===== config.mk =====
export PLATFORM = sky130hd
export DESIGN_NAME = fcl_host
export DESIGN_NICKNAME = d
export VERILOG_FILES = /design/src/core/fcl_pkg.sv /design/src/core/fcl_page_mem.sv /design/src/core/fcl_host.sv
export SDC_FILE = /design/constraint.sdc
export NUM_CORES = 1
export LEC_CHECK = 0
export BUFFER_PORTS_ARGS = -buffer_cell sky130_fd_sc_hd__buf_2
export CAP_MARGIN = 20
export CORE_ASPECT_RATIO = 0.6
export CORE_MARGIN = 8
export CORE_UTILIZATION = 48
export CTS_CLUSTER_SIZE = 16
export DETAILED_ROUTE_END_ITERATION = 10
export PLACE_DENSITY = 0.72
export RECOVER_POWER = 100
export SLEW_MARGIN = 40
export SYNTH_ARGS = -nofsm -noshare
export SYNTH_HDL_FRONTEND = slang
export SYNTH_SLANG_ARGS = --single-unit

===== constraint.sdc =====
create_clock -name clk -period 4.1 [get_ports clk]
set_input_delay 0 -clock clk [delete_from_list [all_inputs] [get_ports clk]]
set_output_delay 0 -clock clk [all_outputs]
set_load 0.01 [all_outputs]

===== src/core/fcl_pkg.sv =====
package fcl_pkg;

  // ----------------------------------------------------------------
  // Command codes
  // ----------------------------------------------------------------
  localparam logic [7:0] CMD_READ_ARRAY   = 8'hFF;
  localparam logic [7:0] CMD_READ_ID      = 8'h90;
  localparam logic [7:0] CMD_READ_STATUS  = 8'h70;
  localparam logic [7:0] CMD_CLEAR_STATUS = 8'h50;
  localparam logic [7:0] CMD_BLOCK_ERASE  = 8'h20;
  localparam logic [7:0] CMD_CHIP_ERASE   = 8'h30;
  localparam logic [7:0] CMD_CONFIRM      = 8'hD0;
  localparam logic [7:0] CMD_PROGRAM      = 8'h40;
  localparam logic [7:0] CMD_PROGRAM_ALT  = 8'h10;
  localparam logic [7:0] CMD_PAGE_PROGRAM = 8'hE8;
  localparam logic [7:0] CMD_SUSPEND      = 8'hB0;
  localparam logic [7:0] CMD_LOCK_SETUP   = 8'h60;
  localparam logic [7:0] CMD_SET_LOCK     = 8'h01;
  localparam logic [7:0] CMD_SET_LOCKDOWN = 8'h2F;
  localparam logic [7:0] CMD_SET_CONFIG   = 8'h04;
  localparam logic [7:0] CMD_OTP_PROGRAM  = 8'hC0;

  // ----------------------------------------------------------------
  // User operation codes
  // ----------------------------------------------------------------
  localparam logic [3:0] OP_READ_ARRAY   = 4'h0;
  localparam logic [3:0] OP_READ_ID      = 4'h1;
  localparam logic [3:0] OP_READ_STATUS  = 4'h2;
  localparam logic [3:0] OP_CLEAR_STATUS = 4'h3;
  localparam logic [3:0] OP_BLOCK_ERASE  = 4'h4;
  localparam logic [3:0] OP_CHIP_ERASE   = 4'h5;
  localparam logic [3:0] OP_PROGRAM      = 4'h6;
  localparam logic [3:0] OP_PAGE_PROGRAM = 4'h7;
  localparam logic [3:0] OP_SUSPEND      = 4'h8;
  localparam logic [3:0] OP_RESUME       = 4'h9;
  localparam logic [3:0] OP_SET_LOCK     = 4'hA;
  localparam logic [3:0] OP_CLEAR_LOCK   = 4'hB;
  localparam logic [3:0] OP_SET_LOCKDOWN = 4'hC;
  localparam logic [3:0] OP_OTP_PROGRAM  = 4'hD;
  localparam logic [3:0] OP_SET_CONFIG   = 4'hE;
  localparam logic [3:0] OP_READ         = 4'hF;

  // ----------------------------------------------------------------
  // Bus widths, page buffer and status fields
  // ----------------------------------------------------------------
  localparam int         ADDR_W          = 21;
  localparam int         DATA_W          = 16;
  localparam int         PAGE_DEPTH      = 16;
  localparam int         PAGE_AW         = 4;
  localparam int         STAT_READY      = 7;
  localparam int         STAT_ERASE_SUSP = 6;
  localparam int         STAT_ERASE_ERR  = 5;
  localparam int         STAT_PROG_ERR   = 4;
  localparam int         STAT_VOLT_ERR   = 3;
  localparam int         STAT_PROG_SUSP  = 2;
  localparam int         STAT_PROTECT    = 1;

  // ----------------------------------------------------------------
  // Pin timing, 200 MHz clock
  // ----------------------------------------------------------------
  localparam int         CLK_PERIOD_PS   = 5000;
  localparam int         T_WE_LOW_NS     = 50;
  localparam int         T_WE_HIGH_NS    = 30;
  localparam int         T_OE_ACCESS_NS  = 80;
  localparam int         WE_LOW_CYC      = (T_WE_LOW_NS * 1000 + CLK_PERIOD_PS - 1)
                                           / CLK_PERIOD_PS;
  localparam int         WE_HIGH_CYC     = (T_WE_HIGH_NS * 1000 + CLK_PERIOD_PS - 1)
                                           / CLK_PERIOD_PS;
  localparam int         OE_ACCESS_CYC   = (T_OE_ACCESS_NS * 1000 + CLK_PERIOD_PS - 1)
                                           / CLK_PERIOD_PS;
  localparam int         TIMER_W         = 6;

  // ----------------------------------------------------------------
  // Sequencer states
  // ----------------------------------------------------------------
  typedef enum logic [5:0] {
    FCL_IDLE  = 6'h01,
    FCL_WLOW  = 6'h02,
    FCL_WHIGH = 6'h04,
    FCL_RLOW  = 6'h08,
    FCL_NEXT  = 6'h10,
    FCL_DONE  = 6'h20
  } fcl_state_t;

endpackage


===== src/core/fcl_page_mem.sv =====
`timescale 1ns/10ps
module fcl_page_mem (
  // Clock
  input  wire logic                            clk,
  // Write port
  input  wire logic                            wr_en,
  input  wire logic [fcl_pkg::PAGE_AW-1:0]     wr_addr,
  input  wire logic [fcl_pkg::DATA_W-1:0]      wr_data,
  // Read port
  input  wire logic [fcl_pkg::PAGE_AW-1:0]     rd_addr,
  output logic      [fcl_pkg::DATA_W-1:0]      rd_data
);

  logic [fcl_pkg::DATA_W-1:0] mem [fcl_pkg::PAGE_DEPTH];

  // Write storage
  always_ff @(posedge clk)
  begin
    if (wr_en)
    begin
      mem[wr_addr] <= wr_data;
    end
  end

  // Registered read
  always_ff @(posedge clk)
  begin
    rd_data <= mem[rd_addr];
  end

endmodule


===== src/core/fcl_host.sv =====
`timescale 1ns/10ps
// Contract
// - 90H then reads return identifier data
// - 70H gives status read; 50H clears
// - Erase 20H/D0H at block; chip 30H/D0H
// - Page program E8H, N-1, pairs, D0H
// - Second cycle repeats first cycle address
// - B0H suspends, D0H resumes in partition
// - Resume suspended program before suspended erase
// - Lock 60H then 01H, D0H, 2FH
// - Configuration 60H then 04H, code on address
module fcl_host (
  // Clock and reset
  input  wire logic                          clk,
  input  wire logic                          rst_n,
  // User command port
  input  wire logic                          cmd_valid,
  input  wire logic [3:0]                    cmd_op,
  input  wire logic [fcl_pkg::ADDR_W-1:0]    cmd_addr,
  input  wire logic [fcl_pkg::DATA_W-1:0]    cmd_data,
  input  wire logic [fcl_pkg::PAGE_AW-1:0]   cmd_count,
  output logic                               cmd_ready,
  // Page data load port
  input  wire logic                          page_wr,
  input  wire logic [fcl_pkg::PAGE_AW-1:0]   page_idx,
  input  wire logic [fcl_pkg::DATA_W-1:0]    page_data,
  // Result port
  output logic                               done,
  output logic      [fcl_pkg::DATA_W-1:0]    rd_data,
  output logic                               resume_refused,
  // Flash pins
  output logic      [fcl_pkg::ADDR_W-1:0]    flash_addr,
  input  wire logic [fcl_pkg::DATA_W-1:0]    flash_dq_in,
  output logic      [fcl_pkg::DATA_W-1:0]    flash_dq_out,
  output logic                               flash_dq_oe,
  output logic                               flash_ce_n,
  output logic                               flash_oe_n,
  output logic                               flash_we_n,
  output logic                               flash_rst_n
);

  // ----------------------------------------------------------------
  // Helpers
  // ----------------------------------------------------------------
  // Number of bus cycles for each user operation
  function automatic logic [4:0] cycles_of(input logic [3:0] op,
                                           input logic [3:0] cnt);
    case (op)
      fcl_pkg::OP_READ_ARRAY, fcl_pkg::OP_CLEAR_STATUS,
      fcl_pkg::OP_SUSPEND, fcl_pkg::OP_RESUME, fcl_pkg::OP_READ_ID: cycles_of = 5'd1;
      fcl_pkg::OP_READ, fcl_pkg::OP_READ_STATUS:                    cycles_of = 5'd1;
      fcl_pkg::OP_PAGE_PROGRAM: cycles_of = 5'(cnt) + 5'd4;
      default:                                                      cycles_of = 5'd2;
    endcase
  endfunction

  // ----------------------------------------------------------------
  // State and registers
  // ----------------------------------------------------------------
  fcl_pkg::fcl_state_t               state;
  logic [3:0]                        op;
  logic [fcl_pkg::ADDR_W-1:0]        base_addr;
  logic [fcl_pkg::DATA_W-1:0]        wdata;
  logic [fcl_pkg::PAGE_AW-1:0]       count;
  logic [4:0]                        step;
  logic [4:0]                        last_step;
  logic [fcl_pkg::TIMER_W-1:0]       timer;
  logic                              is_read;
  logic [fcl_pkg::DATA_W-1:0]        dq_s1;
  logic [fcl_pkg::DATA_W-1:0]        dq_s2;
  logic                              prog_susp;
  logic                              erase_susp;
  logic [fcl_pkg::DATA_W-1:0]        page_q;
  logic [fcl_pkg::PAGE_AW-1:0]       page_rd_idx;
  logic [7:0]                        cyc_cmd;
  logic [fcl_pkg::ADDR_W-1:0]        cyc_addr;
  logic [fcl_pkg::DATA_W-1:0]        cyc_data;

  // Page buffer staging memory
  fcl_page_mem u_page (
    .clk     (clk),
    .wr_en   (page_wr),
    .wr_addr (page_idx),
    .wr_data (page_data),
    .rd_addr (page_rd_idx),
    .rd_data (page_q)
  );

  // Page word for step k (steps 2..N+1) is index k-2; prefetch one ahead
  assign page_rd_idx = fcl_pkg::PAGE_AW'(step - 5'd1);

  // ----------------------------------------------------------------
  // Per-step command code and address
  // ----------------------------------------------------------------
  always_comb
  begin
    cyc_cmd  = fcl_pkg::CMD_READ_ARRAY;
    cyc_addr = base_addr;
    case (op)
      fcl_pkg::OP_READ_ARRAY:   cyc_cmd = fcl_pkg::CMD_READ_ARRAY;
      fcl_pkg::OP_READ_ID:      cyc_cmd = fcl_pkg::CMD_READ_ID;
      fcl_pkg::OP_READ_STATUS:  cyc_cmd = fcl_pkg::CMD_READ_STATUS;
      fcl_pkg::OP_CLEAR_STATUS: cyc_cmd = fcl_pkg::CMD_CLEAR_STATUS;
      fcl_pkg::OP_BLOCK_ERASE:  cyc_cmd = (step == 5'd0) ? fcl_pkg::CMD_BLOCK_ERASE
                                                        : fcl_pkg::CMD_CONFIRM;
      fcl_pkg::OP_CHIP_ERASE:   cyc_cmd = (step == 5'd0) ? fcl_pkg::CMD_CHIP_ERASE
                                                        : fcl_pkg::CMD_CONFIRM;
      fcl_pkg::OP_PROGRAM:      cyc_cmd = fcl_pkg::CMD_PROGRAM;
      fcl_pkg::OP_OTP_PROGRAM:  cyc_cmd = fcl_pkg::CMD_OTP_PROGRAM;
      fcl_pkg::OP_PAGE_PROGRAM:
      begin
        cyc_cmd = (step == 5'd0) ? fcl_pkg::CMD_PAGE_PROGRAM : fcl_pkg::CMD_CONFIRM;
        if (step >= 5'd2 && step != last_step)
        begin
          cyc_addr = base_addr + fcl_pkg::ADDR_W'(step - 5'd2);
        end
      end
      fcl_pkg::OP_SUSPEND:      cyc_cmd = fcl_pkg::CMD_SUSPEND;
      fcl_pkg::OP_RESUME:       cyc_cmd = fcl_pkg::CMD_CONFIRM;
      fcl_pkg::OP_SET_LOCK:     cyc_cmd = (step == 5'd0) ? fcl_pkg::CMD_LOCK_SETUP
                                                        : fcl_pkg::CMD_SET_LOCK;
      fcl_pkg::OP_CLEAR_LOCK:   cyc_cmd = (step == 5'd0) ? fcl_pkg::CMD_LOCK_SETUP
                                                        : fcl_pkg::CMD_CONFIRM;
      fcl_pkg::OP_SET_LOCKDOWN: cyc_cmd = (step == 5'd0) ? fcl_pkg::CMD_LOCK_SETUP
                                                        : fcl_pkg::CMD_SET_LOCKDOWN;
      fcl_pkg::OP_SET_CONFIG:   cyc_cmd = (step == 5'd0) ? fcl_pkg::CMD_LOCK_SETUP
                                                        : fcl_pkg::CMD_SET_CONFIG;
      default:                  cyc_cmd = fcl_pkg::CMD_READ_ARRAY;
    endcase
  end

  // Data word per step: user data on program data cycles, page words, count
  always_comb
  begin
    cyc_data = {8'h00, cyc_cmd};
    if ((op == fcl_pkg::OP_PROGRAM || op == fcl_pkg::OP_OTP_PROGRAM) && step == 5'd1)
    begin
      cyc_data = wdata;
    end
    else if (op == fcl_pkg::OP_PAGE_PROGRAM && step == 5'd1)
    begin
      cyc_data = fcl_pkg::DATA_W'(count);
    end
    else if (op == fcl_pkg::OP_PAGE_PROGRAM && step >= 5'd2 && step != last_step)
    begin
      cyc_data = page_q;
    end
  end

  // ----------------------------------------------------------------
  // Data pin synchroniser
  // ----------------------------------------------------------------
  always_ff @(posedge clk or negedge rst_n)
  begin
    if (!rst_n)
    begin
      dq_s1 <= 16'h0000;
      dq_s2 <= 16'h0000;
    end
    else
    begin
      dq_s1 <= flash_dq_in;
      dq_s2 <= dq_s1;
    end
  end

  // ----------------------------------------------------------------
  // Suspend bookkeeping and resume ordering
  // ----------------------------------------------------------------
  always_ff @(posedge clk or negedge rst_n)
  begin
    if (!rst_n)
    begin
      prog_susp  <= 1'b0;
      erase_susp <= 1'b0;
    end
    else if (state == fcl_pkg::FCL_IDLE && cmd_valid && cmd_ready)
    begin
      if (cmd_op == fcl_pkg::OP_SUSPEND)
      begin
        prog_susp  <= cmd_data[0] | prog_susp;
        erase_susp <= ~cmd_data[0] | erase_susp;
      end
      else if (cmd_op == fcl_pkg::OP_RESUME && cmd_data[0])
      begin
        prog_susp <= 1'b0;
      end
      else if (cmd_op == fcl_pkg::OP_RESUME && !prog_susp)
      begin
        // A refused erase resume leaves both flags parked
        erase_susp <= 1'b0;
      end
    end
  end

  // ----------------------------------------------------------------
  // Bus sequencer
  // ----------------------------------------------------------------
  always_ff @(posedge clk or negedge rst_n)
  begin
    if (!rst_n)
    begin
      state          <= fcl_pkg::FCL_IDLE;
      op             <= 4'h0;
      base_addr      <= '0;
      wdata          <= 16'h0000;
      count          <= '0;
      step           <= 5'd0;
      last_step      <= 5'd0;
      timer          <= '0;
      is_read        <= 1'b0;
      cmd_ready      <= 1'b0;
      done           <= 1'b0;
      rd_data        <= 16'h0000;
      resume_refused <= 1'b0;
      flash_addr     <= '0;
      flash_dq_out   <= 16'h0000;
      flash_dq_oe    <= 1'b0;
      flash_ce_n     <= 1'b1;
      flash_oe_n     <= 1'b1;
      flash_we_n     <= 1'b1;
      flash_rst_n    <= 1'b0;
    end
    else
    begin
      done           <= 1'b0;
      resume_refused <= 1'b0;
      flash_rst_n    <= 1'b1;
      case (state)
        fcl_pkg::FCL_IDLE:
        begin
          cmd_ready <= 1'b1;
          if (cmd_valid && cmd_ready)
          begin
            cmd_ready <= 1'b0;
            op        <= cmd_op;
            base_addr <= cmd_addr;
            wdata     <= cmd_data;
            count     <= cmd_count;
            step      <= 5'd0;
            last_step <= cycles_of(cmd_op, cmd_count) - 5'd1;
            is_read   <= (cmd_op == fcl_pkg::OP_READ);
            // A resume with a program and an erase both parked must target the program
            if (cmd_op == fcl_pkg::OP_RESUME && prog_susp && erase_susp && !cmd_data[0])
            begin
              resume_refused <= 1'b1;
              done           <= 1'b1;
            end
            else
            begin
              state <= fcl_pkg::FCL_NEXT;
            end
          end
        end
        fcl_pkg::FCL_NEXT:
        begin
          // Same address on every cycle of a two-cycle command
          flash_addr <= cyc_addr;
          flash_ce_n <= 1'b0;
          timer      <= '0;
          if (is_read)
          begin
            flash_oe_n <= 1'b0;
            state      <= fcl_pkg::FCL_RLOW;
          end
          else
          begin
            flash_dq_out <= cyc_data;
            flash_dq_oe  <= 1'b1;
            flash_we_n   <= 1'b0;
            state        <= fcl_pkg::FCL_WLOW;
          end
        end
        fcl_pkg::FCL_WLOW:
        begin
          timer <= timer + 1'b1;
          if (timer == fcl_pkg::TIMER_W'(fcl_pkg::WE_LOW_CYC - 1))
          begin
            // Strobe rises before chip select so data is latched on the strobe
            flash_we_n <= 1'b1;
            timer      <= '0;
            state      <= fcl_pkg::FCL_WHIGH;
          end
        end
        fcl_pkg::FCL_WHIGH:
        begin
          flash_ce_n  <= 1'b1;
          flash_dq_oe <= 1'b0;
          timer       <= timer + 1'b1;
          if (timer == fcl_pkg::TIMER_W'(fcl_pkg::WE_HIGH_CYC - 1))
          begin
            step  <= step + 5'd1;
            state <= (step == last_step) ? fcl_pkg::FCL_DONE : fcl_pkg::FCL_NEXT;
          end
        end
        fcl_pkg::FCL_RLOW:
        begin
          timer <= timer + 1'b1;
          // Two extra cycles cover the data pin synchroniser
          if (timer == fcl_pkg::TIMER_W'(fcl_pkg::OE_ACCESS_CYC + 1))
          begin
            rd_data    <= dq_s2;
            flash_oe_n <= 1'b1;
            flash_ce_n <= 1'b1;
            state      <= fcl_pkg::FCL_DONE;
          end
        end
        fcl_pkg::FCL_DONE:
        begin
          done  <= 1'b1;
          state <= fcl_pkg::FCL_IDLE;
        end
        default:
        begin
          state <= fcl_pkg::FCL_IDLE;
        end
      endcase
    end
  end

endmodule


==> Implementation_results.wiki, run 1 <==
{| class="wikitable"
! Metric !! Value
|-
| Total congestion overflow after global routing || 0
|-
| Cell area after placement || 19,600 µm²
|-
| Share of flip-flops with an asynchronous set or reset || 37.5%
|-
| Routed wirelength normalized by instance count || approximately 21 µm
|-
| Distinct cell type count of the synthesized netlist || 76
|-
| Clock skew || between 0.015 and 0.02 ns
|-
| IO Count || about 150
|-
| Part of the power in registers || around 45%
|-
| GR Util All Layers || about a fifth
|-
| Clock tree root buffer cell || clkbuf_16
|-
| Total Wirelength || between 40,000 and 50,000 µm
|-
| Post CTS Setup Buffer Count || 0
|-
| Clock latency reported for the late side of the worst-skew pair || approximately 0.54 ns
|-
| Initial standard-cell utilization of the core || between 40% and 50%
|-
| Worst min-delay path class || input port to register
|-
| Non-filler instance count after layout || a little over 2,000
|-
| Number of setup violations in the final report || 0
|-
| Ys flop type || edfxtp_1
|-
| Most frequent standard cell in the layout excluding fill and tap cells || edfxtp_1
|-
| Layout overhead on the synthesized area || 17.9%
|-
| Number of maximum-capacitance constraint violations || 3
|-
| Status || finished, violations left
|-
| Via total after detailed routing || around 11,000
|-
| Critical path start-end classification || register to register
|-
| Cell count after synthesis || around 1,200
|-
| Weighted congestion reported at the end of routability-driven placement || between 0.9 and 1
|-
| Largest voltage drop on the vdd net || around 0.00032 V
|-
| Fin area || between 20,000 and 25,000 µm²
|-
| Utilization after layout || 57.2%
|-
| Placement Rows || between 50 and 60
|-
| Pin count of the biggest net entering global routing || between 100 and 150
|-
| CP startpoint kind || register
|-
| Critical-path maximum fanout || 18
|-
| Violated checks || max-capacitance violations, max-slew violations
|-
| Seq/Total Area, Yosys || around two thirds
|-
| Nets@finish || roughly 1,600
|-
| Initial DRC Count || 1,291
|-
| Switching part of the total || between 30% and 40%
|-
| Count of flip-flops with a built-in enable after synthesis || 256
|-
| DR pass1 iterations || 6
|-
| Total half-perimeter wirelength after legalization and detailed placement || approximately 28,000 µm
|-
| Reg clk slew, reported paths || around 0.060 ns
|-
| Hold Fails Final Rpt || 0
|-
| Setup repair after global routing missed its margin || no
|-
| CTS tree || done
|-
| Areal power density over the cells || between 500 and 600 nW/µm²
|-
| Via count of the first global-routing pass || roughly 12,000
|-
| Vertical extent of the die || ~170 µm
|-
| Fmax || ~270 MHz
|-
| Required time worst endpoint || between 4 and 5 ns
|-
| Static leakage || ~8.0 nW
|-
| Die outline width || roughly 270 µm
|-
| Yosys warns || 0
|-
| # DRC || 0
|-
| Count of buffers from port buffering || 145
|-
| Power spent charging and discharging nets || just under 0.004 W
|-
| Worst Tran Pin Value || 2.36 ns
|-
| Initial antenna violation count || 1
|-
| Avg Inst Size Synth || between 10 and 15 µm²
|-
| Post-route antenna net violation count || 0
|-
| Number of hold buffers added after cts || 81
|-
| Combinational share of power || 24.3%
|-
| Proportion of power drawn by the clock network || 30.3%
|-
| Via-to-Cell Ratio || about 5.6
|-
| Internal Dissipation || 0.00851 W
|-
| Minimum clock period after layout || 3.77 ns
|-
| Slew HR || -57.2%
|-
| Flip-flop and latch count after synthesis || around 440
|-
| Nature of the critical path endpoint || register
|-
| Sink Count || between 400 and 500
|-
| Fraction of final layout cells with drive strength greater than 1 || around 16%
|-
| CTS buffer count || 40
|-
| First-pass GRT wire length || slightly below 70,000 µm
|-
| Top library cells by usage in the layout, fill and taps aside || 256 x edfxtp_1, 190 x nand2_1, 158 x dfrtp_1
|-
| Post-route fraction of the period consumed by the critical path || approximately nine tenths
|-
| Total of cells resized after clock tree synthesis || 0
|-
| Placed instance count || about 1,900
|-
| Cell area after technology mapping || 18,200 µm²
|-
| Final Slew Violations || 206
|-
| Deepest level of the CTS H-tree || 2
|-
| Number of nets produced by synthesis || around 1,400
|-
| Die Outline Area || 44,600 µm²
|-
| Arrival time reported for the critical path endpoint || 4.20 ns
|-
| Post-Route Setup TNS || 0 ns
|-
| Core footprint || between 30,000 and 40,000 µm²
|-
| Max Buffers Root-to-Sink || 3
|}
## logic make-up (layout without fill, tap and decap cells)
kind of cell,Yosys count,count (layout),share of synthesized area (%)
AND/OR/NAND/NOR,373,373,9.18
multiplexers,105,105,11.4
other,1,3,0.0206
AO/OA/AOI/OAI,194,194,7.05
XOR/XNOR,32,32,1.67
buffers and inverters,68,343,1.83
flip-flops,435,435,66.5
adder cells (fa/ha/maj),33,33,2.31
## metal layers
metal | GRT usage, % | vias up | part of all wire [%]
met5 | 0 | - | 0
met4 | 4.55 | 0 | 1.4
met3 | 3.43 | 57 | 7.2
met2 | 30.0 | 468 | 47
met1 | 28.7 | 5806 | 45
li1 | - | 5134 | -
## synthesized netlist by cell type, drive strengths merged (6+ instances only)
| cell | number | area (µm²) |
|---|---|---|
| o31ai | 6 | 58.8 |
| a21oi | 58 | 290 |
| edfxtp | 256 | 7690 |
| a31oi | 9 | 56.3 |
| inv | 15 | 56.3 |
| mux4 | 80 | 1810 |
| ha | 32 | 400 |
| o22ai | 6 | 37.5 |
| nand2 | 190 | 713 |
| nand4 | 9 | 56.3 |
| a211oi | 7 | 72.6 |
| dfrtp | 159 | 3980 |
| mux2 | 17 | 191 |
| nand2b | 11 | 68.8 |
| xor2 | 21 | 184 |
| buf | 24 | 168 |
| nand3 | 17 | 90.1 |
| clkbuf | 29 | 109 |
| and3 | 8 | 50.1 |
| a21o | 8 | 60.1 |
| o21ai | 50 | 254 |
| xnor2 | 11 | 119 |
| mux2i | 8 | 80.1 |
| dfxtp | 16 | 320 |
| a22oi | 10 | 80.1 |
| o211ai | 8 | 60.1 |
| o21a | 8 | 60.1 |
| nor3 | 22 | 120 |
| nor2 | 92 | 353 |
## per-stage QoR
step | power [W] | hold slack [ns] | setup slack (ns)
finish | 0.0124 | 0.105 | 0.330
global placement | 0.00864 | 0.109 | 0.599
detailed placement | 0.00872 | 0.000101 | 0.503
CTS | 0.0126 | 0.0759 | 0.489
global route | 0.0131 | 0.0848 | 0.108
floorplan | 0.00773 | -0.296 | 1.17
## flip-flops by register name, indices dropped and copies added (netlist names), 6 cells and up
register,flops
u_page.rd_data,16
timer,6
flash_addr,21
rd_data,16
base_addr,21
flash_dq_out,16
wdata,16
state,6
dq_s1,16
dq_s2,16
u_page.mem,256
## worst max-delay path, cell delays in order, from the launching register on
cell and delay [ns]:
dfrtp_1 0.49, inv_1 0.28, ha_1 0.25, nand2_1 0.13, inv_1 0.53, ha_1 0.45
a21oi_1 0.21, o22ai_1 0.13, a311oi_4 0.40, o21ai_1 0.24, a41oi_1 0.27, o311ai_1 0.11
o21a_1 0.17
## cell type report
type                    count  area, µm²
well taps                 513        642
inverters                  15       56.3
diodes                      2       5.00
fillers                  2950      16100
clock inverters            19        209
repair buffers            254       1580
multi-input cells         738       5740
clock buffers              55       1120
flip-flops and latches    435      12100
## power groups by stage
stage | registers (W) | logic, W | clock network (W)
floorplan | 0.00561 | 0.00212 | 0
global placement | 0.00569 | 0.00295 | 0
detailed placement | 0.00571 | 0.00301 | 0
CTS | 0.00563 | 0.00310 | 0.00385
global route | 0.00571 | 0.00338 | 0.00403
finish | 0.00565 | 0.00303 | 0.00378
## worst paths after layout
path | startpoint | to | slack, ns | cells past startpoint
max reg2reg | step[1] | flash_addr[17] | 0.33 | 12
max | step[1] | flash_addr[17] | 0.33 | 12
min | flash_dq_in[6] | dq_s1[6] | 0.11 | 2
min in group asynchronous | rst_n | base_addr[9] | 0.71 | 4
max in group asynchronous | rst_n | rd_data[12] | 0.73 | 5
min reg2reg | dq_s1[2] | dq_s2[2] | 0.35 | 0
(Power assumes the default switching activity.)
==> run 2: changes to the inputs <==
==> constraint.sdc (replaced) <==
create_clock -name clk -period 4.34 [get_ports clk]
set_input_delay 0 -clock clk [delete_from_list [all_inputs] [get_ports clk]]
set_output_delay 0 -clock clk [all_outputs]
set_load 0.1 [all_outputs]
==> Implementation_results.wiki, run 2 (same netlist as run 1, synthesis figures left out) <==
{| class="wikitable"
! Metric !! Value
|-
| Core footprint || 37,500 µm² (unchanged)
|-
| Top library cells by usage in the layout, fill and taps aside || 256 x edfxtp_1, 190 x nand2_1, 158 x dfrtp_1 (unchanged)
|-
| Cell with the biggest individual delay on the critical path || ha_1 (was inv_1)
|-
| GR Util All Layers || 19.3% (was 19.5%)
|-
| Number of flip-flops under the largest register name || 256 (unchanged)
|-
| Clock skew || 0.0178 ns (was 0.0154 ns)
|-
| DR pass1 iterations || 8 (was 6)
|-
| Gate family responsible for the most delay along the worst path || adder cells (was compound AO/OA/AOI/OAI gates)
|-
| Biggest regs || u_page.mem x256, base_addr x21, flash_addr x21 (unchanged)
|-
| Clock tree root buffer cell || clkbuf_16 (unchanged)
|-
| Multi-input combinational cell area || 5730 µm² (was 5740 µm²)
|-
| Setup repair after global routing missed its margin || no (unchanged)
|-
| Violated checks || max-capacitance violations, max-slew violations (unchanged)
|-
| Switching part of the total || 37.9% (was 31.7%)
|-
| # DRC || 0 (unchanged)
|-
| Worst Tran Pin Value || 2.14 ns (was 2.36 ns)
|-
| Nature of the critical path endpoint || register (unchanged)
|-
| Most frequent standard cell in the layout excluding fill and tap cells || edfxtp_1 (unchanged)
|-
| CTS buffer count || 39 (was 40)
|-
| Static leakage || 8.02 nW (was 8.03 nW)
|-
| Post CTS Setup Buffer Count || 0 (unchanged)
|-
| Count of buffers from port buffering || 145 (unchanged)
|-
| Max Buffers Root-to-Sink || 3 (unchanged)
|-
| Via-to-Cell Ratio || 5.67 (was 5.65)
|-
| Total design power || 0.0129 W (was 0.0124 W)
|-
| Die Outline Area || 44,600 µm² (unchanged)
|-
| Placement Rows || 55 (unchanged)
|-
| Nets@finish || 1,603 (was 1,602)
|-
| Min Hold Slack || 0.104 ns (was 0.105 ns)
|-
| Fraction of final layout cells with drive strength greater than 1 || 16.4% (was 16.3%)
|-
| Weighted congestion reported at the end of routability-driven placement || 0.893 (was 0.909)
|-
| Initial antenna violation count || 4 (was 1)
|-
| Worst setup timing slack at the placement stage || 0.784 ns (was 0.503 ns)
|-
| Internal Dissipation || 0.00800 W (was 0.00851 W)
|-
| Proportion of power drawn by the clock network || 27.3% (was 30.3%)
|-
| Critical path's most frequent cell || mux4_2
|-
| Die outline width || 267 µm (unchanged)
|-
| CP startpoint kind || register (unchanged)
|-
| Layout overhead on the synthesized area || 17.7% (was 17.9%)
|-
| Deepest level of the CTS H-tree || 2 (unchanged)
|-
| Clock latency reported for the late side of the worst-skew pair || 0.55 ns (was 0.54 ns)
|-
| Required time worst endpoint || 4.75 ns (was 4.53 ns)
|-
| Combinational share of power || 31.4% (was 24.3%)
|-
| Post-Route Setup TNS || 0 ns (unchanged)
|-
| Arrival time reported for the critical path endpoint || 4.28 ns (was 4.20 ns)
|-
| First-pass GRT wire length || 67,600 µm (was 68,000 µm)
|-
| Total Wirelength || 43,300 µm (was 43,700 µm)
|-
| Post-route antenna net violation count || 0 (unchanged)
|-
| Worst min-delay path class || input port to register (unchanged)
|-
| Status || finished, violations left (unchanged)
|-
| Routed wirelength normalized by instance count || 21.3 µm (was 21.5 µm)
|-
| Power spent charging and discharging nets || 0.00488 W (was 0.00394 W)
|-
| Vertical extent of the die || 167 µm (unchanged)
|-
| CP Buf/Inv Count || 2 (unchanged)
|-
| Slew HR || -42.7% (was -57.2%)
|-
| Via count of the first global-routing pass || 11,400 (was 11,600)
|-
| Number of setup violations in the final report || 0 (unchanged)
|-
| Initial standard-cell utilization of the core || 48.5% (unchanged)
|-
| Largest voltage drop on the vdd net || 0.000401 V (was 0.000321 V)
|-
| Minimum clock period after layout || 3.88 ns (was 3.77 ns)
|-
| Critical path start-end classification || register to register (unchanged)
|-
| Total congestion overflow after global routing || 0 (unchanged)
|-
| Critical-path maximum fanout || 29 (was 18)
|-
| Areal power density over the cells || 602 nW/µm² (was 581 nW/µm²)
|-
| Fmax || 258 MHz (was 265 MHz)
|-
| CTS tree || done (unchanged)
|-
| Storage cell area || 12,100 µm² (unchanged)
|-
| Final setup slack of the worst path || 0.461 ns (was 0.330 ns)
|-
| Via total after detailed routing || 11,500 (about the same)
|-
| Final Slew Violations || 165 (was 206)
|-
| Top reg by flops || u_page.mem (unchanged)
|-
| Initial DRC Count || 1,171 (was 1,291)
|-
| Post-route fraction of the period consumed by the critical path || 89.4% (was 92.0%)
|-
| Part of the power in registers || 41.3% (was 45.4%)
|-
| Hold Fails Final Rpt || 0 (unchanged)
|-
| Number of maximum-capacitance constraint violations || 4 (was 3)
|-
| Reg clk slew, reported paths || 0.06 ns (about the same)
|-
| Peak per-stage delay on the critical path || 1.15 ns (was 0.53 ns)
|-
| Total half-perimeter wirelength after legalization and detailed placement || 27,300 µm (was 27,500 µm)
|-
| IO Count || 146 (unchanged)
|-
| Crit path cell chain || inv_1, ha_1, clkbuf_1, mux4_2, mux4_2 (was inv_1, ha_1, nand2_1, inv_1, ha_1, a21oi_1, o22ai_1, a311oi_4, o21ai_1, a41oi_1, o311ai_1, o21a_1)
|-
| Fill cells || 2,951 (was 2,950)
|-
| Sink Count || 435 (unchanged)
|-
| Pin count of the biggest net entering global routing || 83 (was 108)
|}
-- run 2: changes by cell type in the layout (fill, tap and decap cells not counted), sizes merged --
cell and change:
clkbuf +1, clkinv -1, clkdlybuf4s25 -1, inv +1
diode -1
-- run 2: area by class of cell --
type                       count  share of cell area, %
tap                          513                   3.00
clock inverter                19                  0.988
antenna                        1                 0.0117
clock buffer                  53                   5.09
inverter                      15                  0.263
multi-input combinational    738                   26.8
sequential                   435                   56.5
timing repair buffer         256                   7.36
-- run 2: metrics by stage --
step	instances	instance area (µm²)	util (%)
global placement	1875	19600	52.1
CTS	2029	21700	57.8
finish	2030	21400	57.1
global route	2030	21400	57.1
floorplan	1241	18200	-
detailed placement	1876	19600	52.2
-- run 2: repair_timing --
action	in CTS	in global routing
endpoints found under the setup margin	0	0
hold buffers	81	0
gates resized for setup	0	0
hold endpoints to repair	406	0
-- run 2: final timing paths --
check | from | endpoint | slack [ns] | cells after the start
worst max register to register | step[0] | u_page.rd_data[7] | 0.46 | 5
worst min register to register | dq_s1[1] | dq_s2[1] | 0.35 | 0
min in group asynchronous | rst_n | base_addr[11] | 0.61 | 2
worst min-delay path | flash_dq_in[1] | dq_s1[1] | 0.10 | 2
max in group asynchronous | rst_n | wdata[13] | 1.38 | 3
worst max-delay path | step[0] | u_page.rd_data[7] | 0.46 | 5
-- run 2: power by group through the flow --
stage | Combinational, W | Sequential, W | Clock (W)
after floorplan | 0.00200 | 0.00647 | 0
after global placement | 0.00399 | 0.00537 | 0
after detailed placement | 0.00405 | 0.00538 | 0
after CTS | 0.00413 | 0.00530 | 0.00360
after global routing | 0.00438 | 0.00537 | 0.00376
final | 0.00404 | 0.00531 | 0.00352
-- run 2: worst register-to-register path: cells and delay by family, from the launching register on --
| kind | cells | cell delay (ns) |
|---|---|---|
| adder cells (fa/ha/maj) | 1 | 1.15 |
| flip-flops | 1 | 0.78 |
| multiplexers | 2 | 0.93 |
| buffers and inverters | 2 | 0.89 |
-- run 2: layer usage --
metal	wire length (µm)	vias to the layer above	GRT usage, %
met2	19700	455	29.2
met4	845	6	4.36
met5	34	-	0
met3	3270	76	3.68
met1	19500	5822	28.9
li1	-	5142	-
